[config.mk]
export PLATFORM = sky130hd
export DESIGN_NAME = lioc_indicator_ctrl
export DESIGN_NICKNAME = d
export VERILOG_FILES = /design/src/rtl/lioc_pkg.sv /design/src/rtl/lioc_indicator_ctrl.sv
export SDC_FILE = /design/constraint.sdc
export NUM_CORES = 1
export LEC_CHECK = 0
export BUFFER_PORTS_ARGS = -buffer_cell sky130_fd_sc_hd__buf_4
export CAP_MARGIN = 20
export CORE_MARGIN = 2
export CORE_UTILIZATION = 50
export CTS_CLUSTER_DIAMETER = 30
export CTS_CLUSTER_SIZE = 8
export DETAILED_ROUTE_END_ITERATION = 7
export PLACE_DENSITY = 0.74
export SETUP_SLACK_MARGIN = 0.15
export SLEW_MARGIN = 10
export SYNTH_ARGS = -nofsm -noshare
export SYNTH_HDL_FRONTEND = slang
export SYNTH_SLANG_ARGS = --single-unit
[constraint.sdc]
create_clock -name hclk -period 2.3 [get_ports hclk]
set_input_delay 0.23 -clock hclk [delete_from_list [all_inputs] [get_ports hclk]]
set_output_delay 0.23 -clock hclk [all_outputs]
set_load 0.02 [all_outputs]
[src/rtl/lioc_pkg.sv]
// Constants, codes and tables of the indicator output control block
package lioc_pkg;
	// Clock and time base
	localparam int LIOC_CLK_PERIOD_NS = 40;
	localparam int LIOC_MS_NS = 1000000;
	localparam int LIOC_MS_CYCLES = LIOC_MS_NS / LIOC_CLK_PERIOD_NS;
	// Register byte offsets
	localparam logic [7:0] LIOC_OFS_FUNC = 8'h00;
	localparam logic [7:0] LIOC_OFS_POL = 8'h04;
	localparam logic [7:0] LIOC_OFS_TIM = 8'h08;
	localparam logic [7:0] LIOC_OFS_STAT = 8'h0C;
	// Reset values
	localparam logic [15:0] LIOC_FUNC_RST = 16'h0010;
	localparam logic [15:0] LIOC_POL_RST = 16'h0000;
	localparam logic [15:0] LIOC_TIM_RST = 16'h4100;
	// Field positions
	localparam int LIOC_FN2_LSB = 8;
	localparam int LIOC_FN1_LSB = 4;
	localparam int LIOC_FN0_LSB = 0;
	localparam int LIOC_MIX1_LSB = 12;
	localparam int LIOC_MIX0_LSB = 8;
	localparam int LIOC_STR_LSB = 12;
	localparam int LIOC_BLK_LSB = 8;
	localparam logic [3:0] LIOC_MIX_FULL = 4'h8;
	localparam logic [1:0] LIOC_HTRANS_NONSEQ = 2'h2;
	// Function field codes
	typedef enum logic [3:0] {
		LIOC_FN_SEL0 = 4'b0000, LIOC_FN_SEL1 = 4'b0001, LIOC_FN_SEL2 = 4'b0010, LIOC_FN_SEL3 = 4'b0011,
		LIOC_FN_SEL4 = 4'b0100, LIOC_FN_SEL5 = 4'b0101, LIOC_FN_SEL6 = 4'b0110, LIOC_FN_SEL7 = 4'b0111,
		LIOC_FN_OFF = 4'b1000, LIOC_FN_ON = 4'b1001, LIOC_FN_HIZ = 4'b1010, LIOC_FN_BLINK = 4'b1011,
		LIOC_FN_PAIR1 = 4'b1100, LIOC_FN_PAIR2 = 4'b1101, LIOC_FN_PAIR3 = 4'b1110, LIOC_FN_PAIR4 = 4'b1111
	} lioc_func_e;
	// Link speed codes
	typedef enum logic [1:0] {
		LIOC_SPD_10 = 2'b00, LIOC_SPD_100 = 2'b01, LIOC_SPD_1000 = 2'b10
	} lioc_speed_e;
	// Minimum stretch length in ms per stretch code
	localparam logic [10:0] LIOC_STRETCH_MS [8] = '{11'd0, 11'd21, 11'd42, 11'd84, 11'd170, 11'd340,
		11'd670, 11'd1300};
	// Blink half period in ms per rate code; reserved codes take the slowest rate
	localparam logic [9:0] LIOC_BLINK_MS [8] = '{10'd42, 10'd84, 10'd170, 10'd340, 10'd670, 10'd670,
		10'd670, 10'd670};
endpackage

[src/rtl/lioc_indicator_ctrl.sv]
// Indicator output control: register slave, stretch, blink, mix and polarity stages
//
// Our own choices: the AHB-Lite register port and the register addresses.
`timescale 1ns/100ps
module lioc_indicator_ctrl import lioc_pkg::*; #(
	parameter int MS_CYCLES = LIOC_MS_CYCLES
) (
	input wire logic hclk,
	input wire logic hresetn,
	input wire logic hsel,
	input wire logic [31:0] haddr,
	input wire logic [1:0] htrans,
	input wire logic hwrite,
	input wire logic [2:0] hsize,
	input wire logic [31:0] hwdata,
	input wire logic hready,
	output logic hreadyout,
	output logic [31:0] hrdata,
	output logic hresp,
	input wire logic link_up,
	input wire logic [1:0] link_speed,
	input wire logic fiber_link,
	input wire logic full_duplex,
	input wire logic collision,
	input wire logic tx_activity,
	input wire logic rx_activity,
	input wire logic config_done,
	input wire logic indicator_pin_zero_in,
	output logic indicator_pin_zero_out,
	output logic indicator_pin_zero_oe,
	input wire logic indicator_pin_one_in,
	output logic indicator_pin_one_out,
	output logic indicator_pin_one_oe,
	output logic indicator_pin_two_out,
	output logic indicator_pin_two_oe
);
	localparam int MSW = $clog2(MS_CYCLES);

	logic [15:0] func_q;
	logic [15:0] pol_q;
	logic [15:0] tim_q;
	logic wr_pend_q;
	logic [7:0] addr_q;
	logic [31:0] rdata_q;
	logic [31:0] rdata_d;
	logic [1:0] strap_q;
	logic [MSW-1:0] ms_cnt_q;
	logic ms_tick;
	logic [9:0] blink_ms_q;
	logic blink_q;
	logic [2:0] mix_ph_q;
	logic [2:0] raw_act;
	logic [2:0] str_act;
	logic [2:0] stretch_code;
	logic [2:0] blink_code;
	logic [2:0] lit_d;
	logic [2:0] hiz_d;
	logic [2:0] lit_q;
	logic [2:0] pin_out_q;
	logic [2:0] pin_oe_q;
	logic paired;
	logic unit_on;
	logic [3:0] mix0;
	logic [3:0] mix1;

	assign stretch_code = tim_q[LIOC_STR_LSB +: 3];
	assign blink_code = tim_q[LIOC_BLK_LSB +: 3];
	assign mix0 = pol_q[LIOC_MIX0_LSB +: 4];
	assign mix1 = pol_q[LIOC_MIX1_LSB +: 4];
	assign paired = (func_q[3:2] == 2'b11);

	// Zero wait state slave, always OKAY
	assign hreadyout = 1'b1;
	assign hresp = 1'b0;
	assign hrdata = rdata_q;

	// Address phase capture
	always_ff @(posedge hclk or negedge hresetn) begin
		if (!hresetn) begin
			wr_pend_q <= 1'b0;
			addr_q <= 8'h00;
		end else if (hready) begin
			wr_pend_q <= hsel && htrans == LIOC_HTRANS_NONSEQ && hwrite;
			addr_q <= haddr[7:0];
		end
	end

	// Read mux, unmapped offsets read zero
	always_comb begin
		rdata_d = 32'h0000_0000;
		case (haddr[7:0])
			LIOC_OFS_FUNC: rdata_d = {16'h0000, func_q};
			LIOC_OFS_POL: rdata_d = {16'h0000, pol_q};
			LIOC_OFS_TIM: rdata_d = {16'h0000, tim_q};
			LIOC_OFS_STAT: rdata_d = {22'h000000, lit_q, blink_q, str_act, strap_q, config_done};
			default: rdata_d = 32'h0000_0000;
		endcase
	end

	// Read data is loaded at the address phase and stands in the data phase
	always_ff @(posedge hclk or negedge hresetn) begin
		if (!hresetn) begin
			rdata_q <= 32'h0000_0000;
		end else if (hready && hsel && htrans == LIOC_HTRANS_NONSEQ && !hwrite) begin
			rdata_q <= rdata_d;
		end
	end

	// Register writes in the data phase
	always_ff @(posedge hclk or negedge hresetn) begin
		if (!hresetn) begin
			func_q <= LIOC_FUNC_RST;
			pol_q <= LIOC_POL_RST;
			tim_q <= LIOC_TIM_RST;
		end else if (wr_pend_q) begin
			case (addr_q)
				LIOC_OFS_FUNC: func_q <= hwdata[15:0];
				LIOC_OFS_POL: pol_q <= hwdata[15:0];
				LIOC_OFS_TIM: tim_q <= hwdata[15:0];
				default: ;
			endcase
		end
	end

	// Strap levels follow the pins until configuration is over, then hold
	always_ff @(posedge hclk or negedge hresetn) begin
		if (!hresetn) begin
			strap_q <= 2'b00;
		end else if (!config_done) begin
			strap_q <= {indicator_pin_one_in, indicator_pin_zero_in};
		end
	end

	// Millisecond time base
	always_ff @(posedge hclk or negedge hresetn) begin
		if (!hresetn) begin
			ms_cnt_q <= '0;
		end else if (ms_tick) begin
			ms_cnt_q <= '0;
		end else begin
			ms_cnt_q <= ms_cnt_q + 1'b1;
		end
	end
	assign ms_tick = (ms_cnt_q == MSW'(MS_CYCLES - 1));

	// Activity stretching; a new event reloads the timer
	assign raw_act = {tx_activity | rx_activity, rx_activity, tx_activity};
	for (genvar g = 0; g < 3; g++) begin : g_stretch
		logic [10:0] cnt_q;
		always_ff @(posedge hclk or negedge hresetn) begin
			if (!hresetn) begin
				cnt_q <= 11'd0;
			end else if (raw_act[g] && stretch_code != 3'b000) begin
				cnt_q <= LIOC_STRETCH_MS[stretch_code] + 11'd1;
			end else if (ms_tick && cnt_q != 11'd0) begin
				cnt_q <= cnt_q - 11'd1;
			end
		end
		assign str_act[g] = (stretch_code == 3'b000) ? raw_act[g] : (raw_act[g] | cnt_q != 11'd0);
	end

	// Blink phase toggles at the selected period; reserved codes stay defined
	always_ff @(posedge hclk or negedge hresetn) begin
		if (!hresetn) begin
			blink_ms_q <= 10'd0;
			blink_q <= 1'b0;
		end else if (ms_tick) begin
			if (blink_ms_q >= LIOC_BLINK_MS[blink_code] - 10'd1) begin
				blink_ms_q <= 10'd0;
				blink_q <= ~blink_q;
			end else begin
				blink_ms_q <= blink_ms_q + 10'd1;
			end
		end
	end

	// Free running mix phase, eight steps
	always_ff @(posedge hclk or negedge hresetn) begin
		if (!hresetn) begin
			mix_ph_q <= 3'd0;
		end else begin
			mix_ph_q <= mix_ph_q + 3'd1;
		end
	end

	// Single pin function decode: stretched status, then blink
	function automatic logic [1:0] single_fn(input logic [3:0] code, input int pin);
		logic l;
		logic s10;
		logic s100;
		logic s1000;
		logic act_bl;
		logic [1:0] r;
		l = link_up;
		s10 = link_up && link_speed == LIOC_SPD_10;
		s100 = link_up && link_speed == LIOC_SPD_100;
		s1000 = link_up && link_speed == LIOC_SPD_1000;
		act_bl = str_act[2] & blink_q;
		r = 2'b00;
		case (code)
			LIOC_FN_SEL0: r = {1'b0, (pin == 1) ? str_act[1] : l};
			LIOC_FN_SEL1: r = {1'b0, l & (~str_act[2] | blink_q)};
			LIOC_FN_SEL2: begin
				if (pin == 2) r = {1'b0, (full_duplex & ~collision) | (collision & blink_q)};
				else if (pin == 1) r = {1'b0, l & (~str_act[1] | blink_q)};
				else r = {1'b0, l & blink_q};
			end
			LIOC_FN_SEL3: r = {1'b0, str_act[2]};
			LIOC_FN_SEL4: r = {1'b0, act_bl};
			LIOC_FN_SEL5: r = {1'b0, (pin == 1) ? (s100 | fiber_link) : str_act[0]};
			LIOC_FN_SEL6: begin
				if (pin == 2) r = {1'b0, s10 | s1000};
				else if (pin == 1) r = {1'b0, s100 | s1000};
				else r = {1'b0, l};
			end
			LIOC_FN_SEL7: r = {1'b0, (pin == 2) ? s10 : ((pin == 1) ? s100 : s1000)};
			LIOC_FN_OFF: r = 2'b00;
			LIOC_FN_ON: r = 2'b01;
			LIOC_FN_HIZ: r = 2'b10;
			LIOC_FN_BLINK: r = {1'b0, blink_q};
			default: r = 2'b00;
		endcase
		return r;
	endfunction

	// Paired unit: one status lit on the colour chosen by speed, or on both colours mixed at 10
	always_comb begin
		case (func_q[1:0])
			2'b00: unit_on = link_up;
			2'b01: unit_on = link_up & (~str_act[2] | blink_q);
			2'b10: unit_on = str_act[2];
			default: unit_on = str_act[2] & blink_q;
		endcase
	end

	// Per pin selection with mixing only in paired modes
	always_comb begin
		logic [1:0] f2;
		logic [1:0] f1;
		logic [1:0] f0;
		f2 = single_fn(func_q[LIOC_FN2_LSB +: 4], 2);
		f1 = single_fn(func_q[LIOC_FN1_LSB +: 4], 1);
		f0 = single_fn(func_q[LIOC_FN0_LSB +: 4], 0);
		lit_d[2] = f2[0];
		hiz_d[2] = f2[1];
		if (paired) begin
			hiz_d[1] = 1'b0;
			hiz_d[0] = 1'b0;
			case (link_speed)
				LIOC_SPD_1000: begin
					lit_d[0] = unit_on;
					lit_d[1] = 1'b0;
				end
				LIOC_SPD_100: begin
					lit_d[0] = 1'b0;
					lit_d[1] = unit_on;
				end
				default: begin
					lit_d[0] = unit_on & ({1'b0, mix_ph_q} < mix0);
					lit_d[1] = unit_on & ({1'b0, mix_ph_q} < mix1);
				end
			endcase
		end else begin
			lit_d[1] = f1[0];
			hiz_d[1] = f1[1];
			lit_d[0] = f0[0];
			hiz_d[0] = f0[1];
		end
	end

	// Last stage: polarity and tristate, pins one and zero released until configuration is done
	always_ff @(posedge hclk or negedge hresetn) begin
		if (!hresetn) begin
			pin_out_q <= 3'b000;
			pin_oe_q <= 3'b000;
			lit_q <= 3'b000;
		end else begin
			lit_q <= lit_d;
			for (int i = 0; i < 3; i++) begin
				pin_out_q[i] <= lit_d[i] ? pol_q[2*i] : ~pol_q[2*i];
				pin_oe_q[i] <= ~hiz_d[i] & (lit_d[i] | ~pol_q[2*i+1]);
			end
			if (!config_done) begin
				pin_oe_q[1:0] <= 2'b00;
			end
		end
	end

	assign indicator_pin_zero_out = pin_out_q[0];
	assign indicator_pin_zero_oe = pin_oe_q[0];
	assign indicator_pin_one_out = pin_out_q[1];
	assign indicator_pin_one_oe = pin_oe_q[1];
	assign indicator_pin_two_out = pin_out_q[2];
	assign indicator_pin_two_oe = pin_oe_q[2];
endmodule

==> summary.txt, run 1 <==
Status
  • Status: finished with violations
  • Failing checks: setup timing

Die
  • Die Y: ~130 µm
  • Num ports: ~130
  • Core box area: roughly 16000 µm²
  • # rows: 46
  • Die W: 132 µm
  • Initial Util: about half
  • Die area: 17300 µm²

Power and ir drop
  • Design Power: approximately 7100 µW
  • Static Leakage: roughly 0.0047 µW
  • Power per Cell Area: roughly 700 nW/µm²
  • Peak supply drop: roughly 0.53 mV

Detailed routing
  • WL final: approximately 20000 µm
  • Routed Antenna Nets: 0
  • Vias: about 6500
  • Vias per cell: roughly 5.7
  • 1st-iter DRT viols: roughly 410
  • Pre-antenna DRT Iters: 5
  • WL/cell: 17.1 µm
  • DRC: 0

Worst setup path
  • CP Data Required Time: 2610 ps
  • RR Startpoint: tim_q[8]
  • Startpoint Class: register
  • Worst R2R End: blink_ms_q[5]
  • R2R Setup Slk: -80 ps
  • Reg2reg path depth: 9
  • Critical-path maximum fanout: 4
  • Critical path destination: blink_ms_q[5]
  • Worst Setup SP: tim_q[8]
  • CP arrival: around 2700 ps
  • Crit end category: register
  • Kind of critical path: register to register

Final layout
  • Share of cells above drive strength 1: a little under 30%
  • Nets: just over 1000
  • Layout fillers: 1298
  • Synthesis-to-finish area growth: 23.0%
  • Ant diodes: 0
  • Post-layout util: between 60% and 70%

Placement
  • PortBufs: 63
  • HPWL Detailed: between 10000 and 15000 µm
  • GPL Wtd Cong: ~0.83

Yosys
  • Dominant cell type by area after synthesis: dfrtp_1
  • #FFs+latches synth: roughly 150
  • Synthesized area per cell: 10.0 µm²
  • Yosys top cell area share: a little over two fifths
  • EDFF count, synth: 0
  • Seq/Total Area, Yosys: between 40% and 50%
  • Synthesized cell area: between 8000 and 9000 µm²
  • Syn Inst Count: 813
  • Ranking of synthesized cells by area: dfrtp_1 44%, mux2_2 7.6%, ha_1 4.2%
  • Post-synth cell types: 75
  • Synth warnings: 0
  • Top FF cell, synth: dfrtp_1
  • FFs w/ async S/R, synth: 100%

Min path
  • WHS Path Cells: 3
  • Hold WC Path Type: input port to register
  • HP Start: hwdata[2]

Job
  • MaxCap Viol Count: 0

Timing
  • TNS Setup: -420 ps
  • Max_slew headroom: 63.0%
  • Fmax: ~0.42 GHz
  • Final setup violation count: 8
  • Clock skew: 8.05 ps
  • Final Max Tran Viols: 0
  • Final hold violations: 0
  • RSZ-0062 raised after global routing: true
  • Post-route setup slack: -77.0 ps
  • Fin crit share: 103%
  • Slew at the pin closest to its max-slew limit: roughly 550 ps
  • Shortest period the worst path allows: around 2400 ps

Global route
  • Initial antenna violation count: 0
  • Pin count of the biggest net entering global routing: 54
  • Overflow after GRT: 0
  • Total Routing Usage GR: 22.9%
  • Global-route wire length before repair: around 32000 µm
  • Vias in the first global route: 6165

Clock network
  • Worst-path clk slew: 70 ps
  • H-tree levels: 4
  • TritonCTS Buffers: 17
  • Root buffer cell: clkbuf_16
  • CTS tree: yes
  • Clock Path Buffers: 2
  • Clk sinks: 146
  • Worst-Skew Late Latency: 430 ps
## layout by cell type (no fill, tap or decap), types with 6 or more instances in the layout
cell         n
dfrtp_1    141
buf_4      117
nand2_1     73
nor2_1      61
mux2_2      55
o21ai_0     40
a21oi_1     38
inv_1       36
nand3_1     23
ha_1        23
xor2_1      22
conb_1      18
clkbuf_16   17
nor3_1      15
xnor2_1     15
mux2i_1     12
a22o_1      12
nor2b_1     11
nand4_1     11
and3_1       9
nor4_1       7
a31oi_1      7
mux4_2       7
o21ai_1      6
nand2b_1     6
nand3b_1     6
o22ai_1      6
## layout make-up
type / count / area [µm²] / share of cell area [%]
clock inverters: 13 / 148 / 1.47
well taps: 216 / 270 / 2.70
multi-input cells: 589 / 4390 / 43.8
inverters: 38 / 145 / 1.45
repair buffers: 123 / 953 / 9.52
flip-flops and latches: 146 / 3660 / 36.5
clock buffers: 19 / 453 / 4.52
## state kept, by name, summed over array words and instances, names as in the netlist
register / count
blink_q: 1
g_stretch.cnt_q: 33
addr_q: 8
pin_out_q: 3
mix_ph_q: 3
wr_pend_q: 1
ms_cnt_q: 15
strap_q: 2
tim_q: 16
func_q: 16
lit_q: 3
hrdata: 16
blink_ms_q: 10
pol_q: 16
pin_oe_q: 3
## worst min-delay path by stage
stage,endpoint
floorplan,addr_q[0]
global placement,ms_cnt_q[12]
detailed placement,ms_cnt_q[10]
CTS,func_q[2]
global route,strap_q[0]
finish,func_q[2]
## cells in the mapped netlist, drive strengths merged, types with 3 or more instances
master,count
or3,3
nor2,65
nor4b,3
a221oi,3
nand2b,6
a31oi,11
a211oi,5
mux2,55
nand4,11
mux4,7
nand3b,6
and3,9
dfstp,3
nor2b,14
a21oi,39
and4,3
xor2,22
nand3,24
nor3,21
xnor2,15
nand2,74
buf,29
mux2i,12
a21o,4
clkbuf,27
and2,5
dfrtp,143
nor4,10
a32o,3
o31ai,4
inv,38
nor3b,5
o22ai,6
ha,27
o21ai,47
o211ai,3
a211o,3
a22o,12
## cell families (layout without fill, tap and decap cells)
logic type / count (synthesis) / after routing / share of synthesized area, %
other: 2 / 18 / 0.0923
and+or+nand+nor: 269 / 269 / 16.9
adders and majority gates: 27 / 27 / 4.15
DFF: 146 / 146 / 44.9
buffers and inverters: 94 / 193 / 5.33
AOI/OAI and AO/OA: 164 / 164 / 13.6
muxes: 74 / 74 / 11.0
xor gates and xnor gates: 37 / 37 / 3.98
## power breakdown
group	switching, µW	internal (µW)	total [µW]
clock	1170	1680	2840
sequential	216	2790	3000
combinational	625	586	1210
## routing by layer
metal  routed length [µm]  vias up  global-route usage [%]
met3                 1120       20                    4.32
li1                     -     3085                       -
met2                 9050      203                    35.7
met1                 9160     3239                    32.6
met4                  242        0                    6.82
met5                    0        -                       0
## stage by stage
step           hold WS, ps  worst slack [ps]  area [µm²]  std cells
6_report              25.6             -77.0       10000       1144
3_3_place_gp           212             -74.4        9060       1096
2_1_floorplan        -65.6             -1.97        8260        829
4_1_cts               18.8             -48.6        9740       1133
5_1_grt               23.8              -146       10000       1144
3_5_place_dp           213              -147        9060       1096
## critical path: stages (launching register included)
cell and delay, ps:
dfstp_2 540, nor2b_4 190, ha_4 220, ha_4 250, a21o_1 140, a2111oi_4 80, o31a_4 410, buf_6 150
a31oi_2 180, o31ai_2 90
## what timing repair did
item                       in CTS  in global routing
buffers inserted                4                 11
hold buffers                    1                  0
pin swaps                       5                 14
gates resized for setup        11                 39
hold endpoints to repair       49                  0
setup endpoints to repair      17                 30
(Power assumes the default switching activity.)
==> run 2, diff against run 1 <==
==> constraint.sdc (replaced) <==
create_clock -name hclk -period 2.3 [get_ports hclk]
set_input_delay 0.115 -clock hclk [delete_from_list [all_inputs] [get_ports hclk]]
set_output_delay 0.115 -clock hclk [all_outputs]
set_load 0.02 [all_outputs]
==> run 2 against run 1 <==
The flow now finishes without violations. Non-clock buffer count grew 27. Setup slack improved by 82 ps. Routed wire length up 5.7%. Register-to-register slack improved by 80 ps. Sequential power about the same. Critical path type unchanged.
==> summary.txt, run 2 (synthesized netlist as in run 1, its figures left out) <==
Detailed routing
  • Vias: 6759 (+3.2%)
  • Routed Antenna Nets: 0 (unchanged)
  • 1st-iter DRT viols: 584 (+41%)
  • WL/cell: 17.7 µm (+3.3%)
  • DRC: 0 (unchanged)
  • Vias per cell: 5.77 (+0.86%)
  • Pre-antenna DRT Iters: 5 (unchanged)
  • WL final: 20700 µm (+5.7%)

Clock network
  • CTS tree: yes
  • Root buffer cell: clkbuf_16
  • Clock Path Buffers: 2 (unchanged)
  • TritonCTS Buffers: 17 (unchanged)
  • Worst-Skew Late Latency: 430 ps (about the same)
  • H-tree levels: 4 (unchanged)
  • Worst-path clk slew: 60 ps (about the same)
  • Clk sinks: 146 (unchanged)

Die
  • Num ports: 125 (unchanged)
  • Die W: 132 µm (unchanged)
  • Initial Util: 51.2% (unchanged)
  • Core box area: 15900 µm² (unchanged)
  • Die Y: 132 µm (unchanged)
  • # rows: 46 (unchanged)
  • Die area: 17300 µm² (unchanged)

Worst setup path
  • Worst Setup SP: tim_q[8]
  • Reg2reg path depth: 9 (unchanged)
  • Largest stage delay, worst path: 540 ps (about the same)
  • Critical path destination: blink_ms_q[0]
  • R2R Setup Slk: 5 ps (+80 ps)
  • Critical-path maximum fanout: 5 (+1)
  • Slowest-stage cell, CP: dfstp_2
  • CP arrival: 2650 ps (-30 ps)
  • Startpoint Class: register
  • Crit path top cell by count: ha_4
  • Crit end category: register
  • RR Startpoint: tim_q[8]
  • Worst R2R End: blink_ms_q[0]
  • Critical Path, Cell by Cell: nor2b_4 > ha_4 > ha_4 > a21o_1 > a2111oi_4 > o31a_4 > o21ai_4 > buf_4 > o21ai_2
  • Kind of critical path: register to register
  • CP Data Required Time: 2660 ps (+50 ps)

Final layout
  • Share of cells above drive strength 1: 27.7% (-2.0 points)
  • Max reg flops: 33 (unchanged)
  • Post-layout util: 64.7% (+1.6 points)
  • Ant diodes: 0 (unchanged)
  • Synthesis-to-finish area growth: 26.2%
  • Layout fillers: 1280 (-1.4%)
  • Most common cell after layout, fill and taps aside: dfrtp_1
  • Most flop-heavy register: g_stretch.cnt_q
  • Nets: 1054 (+2.6%)
  • FF+latch area: 3660 µm² (about the same)
  • Multi-input logic area: 4360 µm² (-0.66%)
  • Most frequent cells in the layout: 142 x dfrtp_1, 115 x buf_4, 72 x nand2_1

Global route
  • Pin count of the biggest net entering global routing: 56 (+3.7%)
  • Vias in the first global route: 6759 (+9.6%)
  • Initial antenna violation count: 1 (+1)
  • Global-route wire length before repair: 34000 µm (+6.9%)
  • Total Routing Usage GR: 24.3% (+1.4 points)
  • Overflow after GRT: 0 (unchanged)

Timing
  • Fmax: 0.436 GHz (+3.6%)
  • Max_slew headroom: 50.8% (-12 points)
  • RSZ-0062 raised after global routing: true
  • Post-route setup slack: 5.13 ps (+82.1 ps)
  • Shortest period the worst path allows: 2290 ps (-82.1 ps)
  • Final hold violations: 0 (unchanged)
  • Final Max Tran Viols: 0 (unchanged)
  • Clock skew: 10.4 ps (+2.32 ps)
  • Slew at the pin closest to its max-slew limit: 736 ps (+188 ps)
  • Final setup violation count: 0 (-8)
  • Fin crit share: 99.8% (-3.6 points)

Placement
  • HPWL Detailed: 13800 µm (+2.6%)
  • GPL Wtd Cong: 0.844 (+1.2%)
  • PortBufs: 63 (unchanged)
  • Post-Place Worst Slack: -83.2 ps (+64.1 ps)

Min path
  • Hold WC Path Type: input port to register

Status
  • Status: finished, final reports clean

Power and ir drop
  • Static Leakage: 0.00477 µW (+2.3%)
  • Power per Cell Area: 699 nW/µm² (-0.80%)
  • Peak supply drop: 0.583 mV (+10%)

Job
  • MaxCap Viol Count: 0 (unchanged)
==> run 2: repair_timing <==
item                                    4_1_cts  5_1_grt
gates resized for setup                      17       22
buffers inserted                              6        9
hold buffers                                 31        0
endpoints found under the setup margin       21       34
pin swaps                                     8        8
endpoints found under the hold margin       110        0
==> run 2: power by group <==
group          leakage, µW  total (µW)  switching, µW  internal (µW)
registers          0.00186        3010            222           2790
clock network     0.000290        2880           1150           1730
logic              0.00262        1300            660            637
total              0.00477        7180           2030           5150
==> run 2: worst min-delay path by stage <==
stage | startpoint | to | slack [ps] | depth (start not counted)
final | tx_activity | g_stretch[0].cnt_q[9] | 30 | 3
after global routing | tx_activity | g_stretch[0].cnt_q[9] | 30 | 3
after CTS | tx_activity | g_stretch[0].cnt_q[9] | 9 | 3
after detailed placement | hresetn | ms_cnt_q[8] | 100 | 1
after global placement | hresetn | ms_cnt_q[8] | 90 | 1
after floorplan | hresetn | addr_q[0] | -180 | 0
==> run 2: area by class of cell <==
type                    instances  share of cell area (%)
clock inverters                13                    1.69
multi-input cells             589                    42.4
well taps                     216                    2.63
clock buffers                  19                    4.21
repair buffers                150                    12.0
inverters                      38                    1.41
flip-flops and latches        146                    35.6
==> run 2: worst max-delay path: cells and delay by family, from the launching register on <==
kind | cells | cell delay [ps]
simple gates | 1 | 200
compound gates | 5 | 920
buf+inv | 1 | 150
fa+ha+maj | 2 | 430
flops | 1 | 540
==> run 2: metrics by stage <==
stage / instance area [µm²] / cells / hold slack, ps / power (µW) / setup TNS (ps)
2_1_floorplan: 8260 / 829 / -181 / 3740 / -1.97
3_3_place_gp: 9050 / 1093 / 94.3 / 4130 / -129
3_5_place_dp: 9050 / 1093 / 96.2 / 4160 / -273
4_1_cts: 10100 / 1162 / 9.23 / 7100 / 0
5_1_grt: 10300 / 1171 / 33.9 / 7490 / -260
6_report: 10300 / 1171 / 30.7 / 7180 / 0
==> run 2: per-layer routing <==
layer | vias to the layer above | GRT usage (%) | share of wire [%]
li1 | 3134 | - | -
met1 | 3356 | 33.2 | 44
met2 | 232 | 39.4 | 48
met3 | 37 | 4.63 | 6.3
met4 | 0 | 7.85 | 1.6
met5 | - | 0 | 0
==> run 3, diff against run 2 <==
clock period = 2.02 ns   (was 2.3 ns; I/O delays follow)
==> run 3 against run 2 <==
The run now ends with setup timing left. Setup slack got worse by 340 ps. Via count increased by 6.3%. Clock skew increased by 1.3 ps. Non-clock buffer count increased by 65. Sequential share of layout area decreased by 2.9 points. Final cell count increased by 5.6%. First-iteration DRC count increased by 12%. Sequential cell count unchanged. Total power increased by 16%. Largest power group unchanged.
==> summary.txt, run 3 (synthesized netlist as in run 1, its figures left out) <==
Timing
  • Shortest period the worst path allows: 2350 ps (+58.5 ps)
  • Final setup violation count: 15 (+15)
  • Final hold violations: 0 (unchanged)
  • Slew at the pin closest to its max-slew limit: 616 ps (-120 ps)
  • Max_slew headroom: 58.4% (+7.5 points)
  • TNS Setup: -3150 ps (-3150 ps)
  • Fmax: 0.425 GHz (-2.5%)
  • RSZ-0062 raised after global routing: true
  • Final Max Tran Viols: 0 (unchanged)
  • Fin crit share: 117% (+17 points)
  • Worst Hold Slack: 26.9 ps (-3.82 ps)
  • Post-route setup slack: -333 ps (-338 ps)
  • Clock skew: 11.6 ps (+1.27 ps)

Worst setup path
  • Crit end category: register
  • Buf/Inv on CP: 2 (+1)
  • Largest stage delay, worst path: 430 ps (-110 ps)
  • CP arrival: 2670 ps (+20 ps)
  • Reg2reg path depth: 10 (+1)
  • RR Startpoint: tim_q[10]
  • Critical Path, Cell by Cell: or2_4 > inv_4 > ha_4 > ha_4 > a21o_1 > a2111oi_4 > o31a_4 > buf_4 > a221oi_2 > nand2_1
  • Cell family with most CP delay: compound AO/OA/AOI/OAI gates
  • CP Data Required Time: 2330 ps (-330 ps)
  • Kind of critical path: register to register
  • Crit path top cell by count: ha_4
  • Startpoint Class: register
  • Slowest-stage cell, CP: dfrtp_2
  • R2R Setup Slk: -330 ps (-340 ps)
  • Worst R2R End: blink_ms_q[3]
  • Critical-path maximum fanout: 4 (-1)

Final layout
  • Nets: 1119 (+6.2%)
  • Share of cells above drive strength 1: 37.4% (+9.6 points)
  • Synthesis-to-finish area growth: 37.4%
  • Most frequent cells in the layout: 162 x buf_4, 142 x dfrtp_1, 68 x nand2_1
  • Max reg flops: 33 (unchanged)
  • Post-layout util: 70.4% (+5.7 points)
  • Ant diodes: 0 (unchanged)
  • Most common cell after layout, fill and taps aside: buf_4
  • Most flop-heavy register: g_stretch.cnt_q

Min path
  • Hold WC Path Type: input port to register
  • WHS Path Cells: 2 (-1)
  • HP Start: hready
  • Hold endpoint: addr_q[7]

Power and ir drop
  • Gate power share: 23.2% (+5.1 points)
  • Clock power share: 36.1% (-4.0 points)
  • Peak supply drop: 0.653 mV (+12%)
  • Sequential Power Share: 40.7% (-1.2 points)
  • Switching part of the total: 30.7% (+2.4 points)
  • Static Leakage: 0.00518 µW (+8.6%)
  • Power per Cell Area: 746 nW/µm² (+6.7%)
  • P_int: 5780 µW (+12%)
  • NetSw: 2560 µW (+26%)
  • Design Power: 8340 µW (+16%)

Global route
  • Total Routing Usage GR: 25.3% (+0.99 points)
  • Pin count of the biggest net entering global routing: 54 (-3.6%)
  • Initial antenna violation count: 0 (-1)
  • Vias in the first global route: 6944 (+2.7%)
  • Overflow after GRT: 0 (unchanged)
  • Global-route wire length before repair: 34900 µm (+2.8%)

Die
  • Die area: 17300 µm² (unchanged)
  • Initial Util: 51.2% (unchanged)
  • Core box area: 15900 µm² (unchanged)
  • # rows: 46 (unchanged)
  • Num ports: 125 (unchanged)
  • Die Y: 132 µm (unchanged)
  • Die W: 132 µm (unchanged)

Placement
  • GPL Wtd Cong: 0.908 (+7.6%)
  • HPWL Detailed: 14200 µm (+2.7%)
  • PortBufs: 63 (unchanged)

Detailed routing
  • Pre-antenna DRT Iters: 5 (unchanged)
  • Vias per cell: 5.81 (+0.74%)
  • Vias: 7187 (+6.3%)
  • Routed Antenna Nets: 0 (unchanged)
  • 1st-iter DRT viols: 656 (+12%)
  • WL/cell: 18.4 µm (+4.3%)
  • WL final: 22800 µm (+10%)
  • DRC: 0 (unchanged)

Clock network
  • CTS tree: yes
  • Clock Path Buffers: 2 (unchanged)
  • Root buffer cell: clkbuf_16
  • Clk sinks: 146 (unchanged)
  • Worst-path clk slew: 70 ps (about the same)
  • TritonCTS Buffers: 17 (unchanged)
  • Worst-Skew Late Latency: 440 ps (about the same)
  • H-tree levels: 4 (unchanged)

Status
  • Failing checks: setup timing
  • Status: finished with violations

Job
  • MaxCap Viol Count: 0 (unchanged)
run 3: cell types whose count changed in the layout (fill, tap and decap cells not counted), moves of 5 or more:
cell,previous run,this run
mux2_4,0,16
mux2_2,55,39
o21ai_1,3,8
buf_6,2,16
nor3_1,17,12
buf_4,115,162
o21ai_0,42,33
run 3: how the worst max path moves through the flow:
stage / startpoint / end / depth (start not counted)
finish: tim_q[10] / blink_ms_q[3] / 10
global route: tim_q[8] / blink_ms_q[4] / 8
CTS: tim_q[8] / blink_ms_q[4] / 8
detailed placement: tim_q[8] / blink_ms_q[5] / 9
global placement: tim_q[8] / blink_ms_q[5] / 9
floorplan: tim_q[10] / blink_ms_q[5] / 9
run 3: layout make-up:
cell class                 instances  area [µm²]
clock inverter                    13         115
fill                            1100        4700
inverter                          38         145
multi-input combinational        589        4730
clock buffer                      19         443
sequential                       146        3660
tap                              216         270
timing repair buffer             215        1820
run 3: repair_timing:
item	in CTS	in global routing
cloned	0	1
buffers inserted	15	14
resized for setup	61	77
pin swaps	30	33
endpoints found under the setup margin	45	98
hold buffers	32	0
hold endpoints to repair	110	0
run 3: routing by layer:
layer / up-vias / global-route usage, % / part of all wire, %
li1: 3272 / - / -
met1: 3625 / 33.7 / 43
met2: 247 / 41.3 / 49
met3: 43 / 4.94 / 5.4
met4: 0 / 9.48 / 2.2
met5: - / 0 / 0
run 3: stage by stage:
stage	cell area, µm²	setup slack [ps]	cells
6_report	11200	-333	1236
5_1_grt	11200	-410	1236
4_1_cts	10700	-306	1221
3_5_place_dp	9470	-449	1142
3_3_place_gp	9470	-339	1142
2_1_floorplan	8290	-282	829
run 3: power by group through the flow:
stage / registers (µW) / logic (µW) / clock network [µW]
floorplan: 3430 / 853 / 0
global placement: 3410 / 1480 / 0
detailed placement: 3420 / 1500 / 0
CTS: 3380 / 1710 / 3030
global route: 3430 / 2080 / 3180
finish: 3400 / 1930 / 3020
